<file path="src/core/iee_pkg.sv">
// Package with constants and carrier types of the incremental encoder evaluator
package iee_pkg;
  // Operation mode codes of speed sensor 1
  localparam logic [10:0] IEE_MODE_OFF = 11'h000;
  localparam logic [10:0] IEE_MODE_1 = 11'h001;
  localparam logic [10:0] IEE_MODE_4 = 11'h004;
  localparam logic [10:0] IEE_MODE_11 = 11'h00B;
  localparam logic [10:0] IEE_MODE_12 = 11'h00C;
  localparam logic [10:0] IEE_MODE_31 = 11'h01F;
  localparam logic [10:0] IEE_MODE_32 = 11'h020;
  localparam logic [10:0] IEE_MODE_101 = 11'h065;
  localparam logic [10:0] IEE_MODE_104 = 11'h068;
  localparam logic [10:0] IEE_MODE_111 = 11'h06F;
  localparam logic [10:0] IEE_MODE_112 = 11'h070;
  localparam logic [10:0] IEE_MODE_131 = 11'h083;
  // Clock and timing
  localparam int IEE_CLK_MHZ = 250;
  localparam int IEE_SIGNAL_TIMEOUT_MS = 2;
  localparam int IEE_TIMEOUT_CYCLES = IEE_SIGNAL_TIMEOUT_MS * 1000 * IEE_CLK_MHZ;
  // Peak current in units of 0.01 percent of inverter rated current
  localparam logic [23:0] IEE_PEAK_MIN = 24'h000001;
  localparam logic [23:0] IEE_PEAK_DEFAULT = 24'h002710;
  localparam int IEE_PEAK_FULL_SCALE = 10000;
  // Decoded evaluation settings
  typedef enum logic [3:0] {
    IEE_SRC_OFF = 4'h1,
    IEE_SRC_QUAD = 4'h2,
    IEE_SRC_FIXED = 4'h4,
    IEE_SRC_CONTACT = 4'h8
  } iee_src_e;
  typedef struct packed {
    iee_src_e src;
    logic [2:0] edges;
    logic invert;
    logic valid;
  } iee_cfg_s;
  // Synchronised track levels
  typedef struct packed {
    logic a;
    logic b;
  } iee_tracks_s;
endpackage

</file>
<file path="src/core/iee_core.sv">
// Evaluator for incremental speed sensor 1 with direction and peak limit
// Summary of operation
// RULE1: Mode 0 measures nothing, frees both tracks.
// RULE2: Mode 1 quadrature, phase direction, one edge.
// RULE3: Mode 4 quadrature with direction, four edges.
// RULE4: Modes 11/12 track A only, positive.
// RULE5: Modes 31/32 sign from track B contact.
// RULE6: Modes 101/104 like 1/4, inverted sign.
// RULE7: Modes 111/112 like 11/12, negative.
// RULE8: Mode 131 contact sign inverted, one edge.
// RULE9: Reversal setting swaps setpoint direction mapping.
// RULE10: Reversal changes only while stage disabled.
// RULE11: Reversal inverts motor and encoder sense.
// RULE12: Torque current clamped to peak limit.
// RULE13: Encoder wires track A, track B inputs.
// RULE14: Sensor 1 configured independently of others.
// RULE15: Flag missing encoder signal after 2 ms.
// RULE16: Synchronise tracks, detect edges before counting.
`timescale 1ns/1ps
module iee_core
  import iee_pkg::*;
#(
  parameter int COUNT_WIDTH = 32,
  parameter int CURRENT_WIDTH = 16,
  parameter int TIMEOUT_CYCLES = IEE_TIMEOUT_CYCLES
) (
  input wire logic clk,
  input wire logic reset,
  input wire logic encoder_track_a_input,
  input wire logic encoder_track_b_input,
  input wire logic [10:0] sensor1_mode,
  input wire logic reverse_request,
  input wire logic stage_enabled,
  input wire logic signed [CURRENT_WIDTH-1:0] speed_setpoint,
  input wire logic signed [CURRENT_WIDTH-1:0] torque_current_setpoint,
  input wire logic [23:0] peak_current_limit,
  input wire logic [CURRENT_WIDTH-1:0] inverter_rated_current,
  output logic signed [COUNT_WIDTH-1:0] position_count,
  output logic count_pulse,
  output logic direction_negative,
  output logic signal_timeout,
  output logic mode_invalid,
  output logic track_a_free,
  output logic track_b_free,
  output logic reverse_active,
  output logic reverse_pending,
  output logic signed [CURRENT_WIDTH-1:0] motor_setpoint,
  output logic signed [CURRENT_WIDTH-1:0] torque_current_limited
);
  localparam int TW = $clog2(TIMEOUT_CYCLES + 1);
  localparam int PW = CURRENT_WIDTH + 24;

  // Whole block state
  typedef struct packed {
    logic signed [COUNT_WIDTH-1:0] count;
    logic pulse;
    logic neg;
    logic timeout;
    logic inval;
    logic a_free;
    logic b_free;
    logic rev;
    logic rev_pend;
    logic [TW-1:0] idle_cnt;
    logic signed [CURRENT_WIDTH-1:0] motor;
    logic signed [CURRENT_WIDTH-1:0] iq;
  } iee_state_s;
  iee_state_s state_reg;
  iee_state_s state_next;

  // Synchronised tracks and their edges
  iee_tracks_s trk;
  logic a_level;
  logic b_level;
  logic a_rise;
  logic a_fall;
  logic b_rise;
  logic b_fall;

  // Synchronise tracks before edge detection
  // RULE16: synchronised edge detect
  iee_sync u_sync_a (
    .clk(clk),
    .reset(reset),
    .din(encoder_track_a_input),
    .level(a_level),
    .rise(a_rise),
    .fall(a_fall)
  );
  iee_sync u_sync_b (
    .clk(clk),
    .reset(reset),
    .din(encoder_track_b_input),
    .level(b_level),
    .rise(b_rise),
    .fall(b_fall)
  );

  // Pack both synchronised levels, one driver for the struct
  assign trk = '{a: a_level, b: b_level};

  // Decode mode code into evaluation settings
  // RULE14: sensor 1 own settings
  iee_cfg_s cfg;
  always_comb begin
    cfg = '{src: IEE_SRC_OFF, edges: 3'h0, invert: 1'b0, valid: 1'b1};
    unique case (sensor1_mode)
      // RULE1: off mode
      IEE_MODE_OFF: cfg.src = IEE_SRC_OFF;
      // RULE2: single quadrature
      IEE_MODE_1: cfg = '{src: IEE_SRC_QUAD, edges: 3'h1, invert: 1'b0, valid: 1'b1};
      // RULE3: quadruple quadrature
      IEE_MODE_4: cfg = '{src: IEE_SRC_QUAD, edges: 3'h4, invert: 1'b0, valid: 1'b1};
      // RULE4: positive unsigned
      IEE_MODE_11: cfg = '{src: IEE_SRC_FIXED, edges: 3'h1, invert: 1'b0, valid: 1'b1};
      IEE_MODE_12: cfg = '{src: IEE_SRC_FIXED, edges: 3'h2, invert: 1'b0, valid: 1'b1};
      // RULE5: contact sign
      IEE_MODE_31: cfg = '{src: IEE_SRC_CONTACT, edges: 3'h1, invert: 1'b0, valid: 1'b1};
      IEE_MODE_32: cfg = '{src: IEE_SRC_CONTACT, edges: 3'h2, invert: 1'b0, valid: 1'b1};
      // RULE6: inverted quadrature
      IEE_MODE_101: cfg = '{src: IEE_SRC_QUAD, edges: 3'h1, invert: 1'b1, valid: 1'b1};
      IEE_MODE_104: cfg = '{src: IEE_SRC_QUAD, edges: 3'h4, invert: 1'b1, valid: 1'b1};
      // RULE7: negative unsigned
      IEE_MODE_111: cfg = '{src: IEE_SRC_FIXED, edges: 3'h1, invert: 1'b1, valid: 1'b1};
      IEE_MODE_112: cfg = '{src: IEE_SRC_FIXED, edges: 3'h2, invert: 1'b1, valid: 1'b1};
      // RULE8: inverted contact
      IEE_MODE_131: cfg = '{src: IEE_SRC_CONTACT, edges: 3'h1, invert: 1'b1, valid: 1'b1};
      // Unknown codes act like off and are flagged
      default: cfg.valid = 1'b0;
    endcase
  end

  // Edge qualification and raw sign
  logic step;
  logic step_neg;
  logic sign_neg;
  always_comb begin
    step = 1'b0;
    step_neg = 1'b0;
    unique case (cfg.src)
      IEE_SRC_QUAD: begin
        // Forward when A leads B; A edge with A!=B means B lags
        if (cfg.edges == 3'h4) begin
          step = a_rise | a_fall | b_rise | b_fall;
          step_neg = ((a_rise | a_fall) & (trk.a == trk.b)) |
                     ((b_rise | b_fall) & (trk.a != trk.b));
        end else begin
          step = a_rise;
          step_neg = trk.b;
        end
      end
      IEE_SRC_FIXED: begin
        step = (cfg.edges == 3'h2) ? (a_rise | a_fall) : a_rise;
      end
      IEE_SRC_CONTACT: begin
        step = (cfg.edges == 3'h2) ? (a_rise | a_fall) : a_rise;
        step_neg = trk.b;
      end
      default: begin
        step = 1'b0;
      end
    endcase
    // RULE11: encoder sense follows reversal
    sign_neg = step_neg ^ cfg.invert ^ state_reg.rev;
  end

  // Peak limit as current magnitude
  logic [PW-1:0] prod;
  logic [PW-1:0] lim_wide;
  logic signed [CURRENT_WIDTH:0] lim;
  logic [23:0] peak_eff;
  always_comb begin
    peak_eff = (peak_current_limit < IEE_PEAK_MIN) ? IEE_PEAK_MIN : peak_current_limit;
    prod = PW'(inverter_rated_current) * PW'(peak_eff);
    lim_wide = prod / PW'(IEE_PEAK_FULL_SCALE);
    if (lim_wide > PW'({1'b0, {(CURRENT_WIDTH-1){1'b1}}})) begin
      lim = (CURRENT_WIDTH+1)'({1'b0, {(CURRENT_WIDTH-1){1'b1}}});
    end else begin
      lim = (CURRENT_WIDTH+1)'(lim_wide);
    end
  end

  // Next state of the whole block
  always_comb begin
    state_next = state_reg;
    state_next.pulse = 1'b0;
    state_next.inval = ~cfg.valid;
    // RULE1: free tracks when unused
    state_next.a_free = (cfg.src == IEE_SRC_OFF);
    // RULE4: track B released
    state_next.b_free = (cfg.src == IEE_SRC_OFF) | (cfg.src == IEE_SRC_FIXED);
    // RULE10: change only with stage off
    if (reverse_request != state_reg.rev) begin
      if (!stage_enabled) begin
        state_next.rev = reverse_request;
        state_next.rev_pend = 1'b0;
      end else begin
        state_next.rev_pend = 1'b1;
      end
    end else begin
      state_next.rev_pend = 1'b0;
    end
    if (step) begin
      // Count one step with sign
      state_next.pulse = 1'b1;
      state_next.neg = sign_neg;
      state_next.count = sign_neg ? state_reg.count - COUNT_WIDTH'(1)
                                  : state_reg.count + COUNT_WIDTH'(1);
    end
    // RULE15: 2 ms signal watchdog
    if (step || cfg.src == IEE_SRC_OFF) begin
      state_next.idle_cnt = '0;
      state_next.timeout = 1'b0;
    end else if (state_reg.idle_cnt >= TW'(TIMEOUT_CYCLES)) begin
      state_next.timeout = 1'b1;
    end else begin
      state_next.idle_cnt = state_reg.idle_cnt + TW'(1);
    end
    // RULE9: reversal swaps setpoint sign
    state_next.motor = state_reg.rev ? -speed_setpoint : speed_setpoint;
    // RULE12: clamp torque current
    if ((CURRENT_WIDTH+1)'(torque_current_setpoint) > lim) begin
      state_next.iq = CURRENT_WIDTH'(lim);
    end else if ((CURRENT_WIDTH+1)'(torque_current_setpoint) < -lim) begin
      state_next.iq = CURRENT_WIDTH'(-lim);
    end else begin
      state_next.iq = torque_current_setpoint;
    end
  end

  // Register the block state
  always_ff @(posedge clk or posedge reset) begin
    if (reset) begin
      state_reg <= '0;
    end else begin
      state_reg <= state_next;
    end
  end

  // Outputs straight from flip-flops
  assign position_count = state_reg.count;
  assign count_pulse = state_reg.pulse;
  assign direction_negative = state_reg.neg;
  assign signal_timeout = state_reg.timeout;
  assign mode_invalid = state_reg.inval;
  assign track_a_free = state_reg.a_free;
  assign track_b_free = state_reg.b_free;
  assign reverse_active = state_reg.rev;
  assign reverse_pending = state_reg.rev_pend;
  assign motor_setpoint = state_reg.motor;
  assign torque_current_limited = state_reg.iq;
endmodule

</file>
<file path="src/core/iee_sync.sv">
// Two-flop synchroniser with edge detection for one track input
`timescale 1ns/1ps
module iee_sync
  import iee_pkg::*;
(
  input wire logic clk,
  input wire logic reset,
  input wire logic din,
  output logic level,
  output logic rise,
  output logic fall
);
  // Synchroniser and history state
  typedef struct packed {
    logic s1;
    logic s2;
    logic s3;
  } iee_sync_s;
  iee_sync_s state_reg;
  iee_sync_s state_next;

  // Shift the input along the chain
  always_comb begin
    state_next = state_reg;
    state_next.s1 = din;
    state_next.s2 = state_reg.s1;
    state_next.s3 = state_reg.s2;
  end

  // Register the chain
  always_ff @(posedge clk or posedge reset) begin
    if (reset) begin
      state_reg <= '0;
    end else begin
      state_reg <= state_next;
    end
  end

  // Edges seen only on the synchronised stages
  assign level = state_reg.s2;
  assign rise = state_reg.s2 & ~state_reg.s3;
  assign fall = ~state_reg.s2 & state_reg.s3;
endmodule

</file>
<file path="config.mk">
export PLATFORM = sky130hd
export DESIGN_NAME = iee_core
export DESIGN_NICKNAME = d
export VERILOG_FILES = /design/src/core/iee_pkg.sv /design/src/core/iee_core.sv /design/src/core/iee_sync.sv
export SDC_FILE = /design/constraint.sdc
export NUM_CORES = 2
export LEC_CHECK = 0
export BUFFER_PORTS_ARGS = -buffer_cell sky130_fd_sc_hd__buf_2
export CORE_MARGIN = 3
export CORE_UTILIZATION = 55
export DETAILED_ROUTE_END_ITERATION = 12
export HOLD_SLACK_MARGIN = 0.02
export PLACE_DENSITY = 0.73
export SETUP_SLACK_MARGIN = 0.2
export SLEW_MARGIN = 10
export SYNTH_ARGS = -nofsm -noshare
export SYNTH_HDL_FRONTEND = slang
export SYNTH_SLANG_ARGS = --single-unit
</file>
<file path="constraint.sdc">
create_clock -name clk -period 10.2 [get_ports clk]
set_clock_uncertainty 0.1 [all_clocks]
set_input_delay 2.04 -clock clk [delete_from_list [all_inputs] [get_ports clk]]
set_output_delay 2.04 -clock clk [all_outputs]
set_load 0.005 [all_outputs]
</file>
==> results.py <==
metrics = {
    "run_status": {
        "status": "complete, but fails checks",
        "violations": "setup timing",
    },
    "clocking": {
        "h-tree-depth": 3,
        "cts_tree": "done",
        "clockBufferDepth": 2,
        "clk_pin_slew_ns": 0.08,
        "root_buffer": "clkbuf_16",
        "numClockSinks": 97,
        "clk_latency_ns": 0.38,
        "cts-buffers-inserted": 9,
    },
    "drt": {
        "drt_iter0_drc": 2872,
        "dr.pass1.iters": 8,
        "antenna_left": 0,
        "wl_um": 107200,
        "wl_per_cell_um": 18.23,
        "drcViolationCount": 0,
        "vias_per_cell": 6.012,
        "num_vias": 35350,
    },
    "synthesis": {
        "synth_top_area_cell": "fa_1",
        "synth_edf_count": 0,
        "avgSynthCellArea_sq_um": 7.880,
        "ys_seq_elements": 97,
        "netlist_instances": 3942,
        "synth.distinct_cells": 140,
        "yosysSeqAreaShare_pct": 7.814,
        "synth_ff_type": "dfrtp_1",
        "synth_area_sq_mm": 0.03106,
        "async_reset_ff_share_pct": 100.0,
        "synth.area.top_cells": "fa_1, dfrtp_1, ha_1",
        "ys_warn_count": 0,
        "synth_top_area_share_pct": 19.78,
    },
    "floorplanning": {
        "die_area_sq_mm": 0.05937,
        "start_util_pct": 55.95,
        "coreArea_sq_mm": 0.05552,
        "die_h_um": 243.7,
        "fp-row-count": 86,
        "die-width_um": 243.7,
        "pin_count": 161,
    },
    "critical_path": {
        "crit_fanout": 8,
        "critPathLaunchType": "input pin",
        "required_ns": 10.38,
        "crit_path_top_delay_cell": "o32ai_4",
        "rr_worst_depth": 38,
        "arrival_ns": 33.73,
        "r2r-start": "u_sync_b.level",
        "r2r_slack_ns": 3.12,
        "critPathLaunch": "peak_current_limit[6]",
        "crit_top_cell": "buf_4",
        "crit_type": "input pin to register",
        "max_stage_delay_ns": 0.57,
        "cp-end-kind": "register",
    },
    "grt": {
        "grt_pass1_wl_um": 169200,
        "grt_max_degree": 79,
        "grt_overflow": 0,
        "track_usage_pct": 33.52,
        "grt_pass1_vias": 35660,
        "antenna_found_initial": 3,
    },
    "cells_and_area": {
        "layout_commonest_cell": "buf_4",
        "syn2layout_area_growth_pct": 43.59,
        "largest_reg_flops": 32,
        "layout-drive-gt1-share_pct": 38.81,
        "nNetsFinal": 5701,
        "final_cell_mix": "buf_4, nand2_1, inv_1, fa_1, nor2_1",
    },
    "worst_hold_path": {
        "whs_path_depth": 0,
        "min_from": "u_sync_a.state_next[1]",
        "hold_path.class": "register to register",
    },
    "run": {
        "drv_cap": 0,
    },
    "sta": {
        "period_share_pct": 328.9,
        "setup_tns_ns": -372.03,
        "setup_slack_ns": -23.35,
        "rsz0062_at_grt": "true",
        "tightestPinTransition_ns": 1.033,
        "period_minus_slack_ns": 33.55,
        "slew_viol_final": 0,
        "final-setup-viol-count": 16,
        "finalHoldViolations": 0,
        "fmax_mhz": 29.80,
        "slew_headroom_pct": 31.12,
    },
    "placed_design": {
        "port_buffers": 160,
        "gp_congestion": 0.9306,
        "post-dp-hpwl_um": 79380,
    },
}
-- path summary, 6_finish.rpt --
check	endpoint
worst min register to register	u_sync_a.level
worst max-delay path	torque_current_limited[8]
worst min-delay path	u_sync_a.level
max in group asynchronous	torque_current_limited[6]
worst max register to register	position_count[30]
min in group asynchronous	mode_invalid
-- through the flow --
step / util [%] / worst slack, ns / hold slack [ns] / cells / instance area (sq um)
floorplan: - / -22.39 / 0.2312 / 3943 / 32080
detailed placement: 73.56 / -23.49 / 0.2358 / 5722 / 40840
global route: 80.33 / -24.59 / 0.2769 / 5879 / 44600
global placement: 73.56 / -22.82 / 0.2334 / 5722 / 40840
finish: 80.33 / -23.35 / 0.2662 / 5879 / 44600
CTS: 77.78 / -21.91 / 0.2615 / 5827 / 43190
-- synthesized netlist by cell type, types with 31 or more instances --
library cell	count
buf_4	71
inv_1	378
nand3_1	95
nand4_1	32
nand2b_1	33
and2_1	200
a21oi_1	212
nor2_1	241
clkbuf_1	118
fa_1	307
o21ai_1	51
nand2_1	487
xnor2_1	178
o21bai_1	46
a211oi_1	33
nor3_1	95
nor4_1	33
ha_1	182
and3_1	34
a21o_1	56
buf_2	31
xor2_1	80
dfrtp_1	97
a31oi_1	31
o21ai_0	137
-- kinds of logic (layout without fill, tap and decap cells) --
kind of cell	after synthesis	in the layout	share of synthesized area, %
xor gates and xnor gates	270	270	7.939
other	1	5	0.01207
buffers and inverters	610	1794	8.402
AOI/OAI and AO/OA	998	999	24.05
and+or+nand+nor	1416	1416	22.62
adders and majority gates	506	506	27.66
muxes	44	44	1.498
DFF	97	97	7.814
-- what timing repair did --
action                     4_1_cts  5_1_grt
cloned                           3        1
pin swaps                      137      145
resized for setup              270      192
hold buffers                     0        0
setup buffers                   86       48
setup endpoints to repair       16       21
-- worst max-delay path, delay by kind of cell --
kind	cells	cell delay (ns)
AOI/OAI and AO/OA	72	15.88
xor gates and xnor gates	3	0.42
adders and majority gates	9	3.62
buffers and inverters	25	3.84
muxes	1	0.35
and+or+nand+nor	39	7.52
-- area by class of cell --
class | instances | area [sq um]
Antenna cell | 3 | 7.507
Fill cell | 3472 | 10920
Multi-Input combinational cell | 3237 | 29080
Tap cell | 748 | 935.9
Timing Repair Buffer | 1395 | 10370
Clock buffer | 9 | 225.2
Clock inverter | 7 | 112.6
Inverter | 383 | 1443
Sequential cell | 97 | 2427
-- per-layer routing --
metal | track usage (%) | wire length, um | vias up
li1 | - | - | 16070
met5 | 0 | 0 | -
met2 | 62.41 | 55410 | 1587
met4 | 14.01 | 5431 | 0
met3 | 2.939 | 5959 | 489
met1 | 39.39 | 40350 | 17200
Power is not shown: default switching activity piles up to over one toggle a cycle in this logic, so the estimate is an artifact.
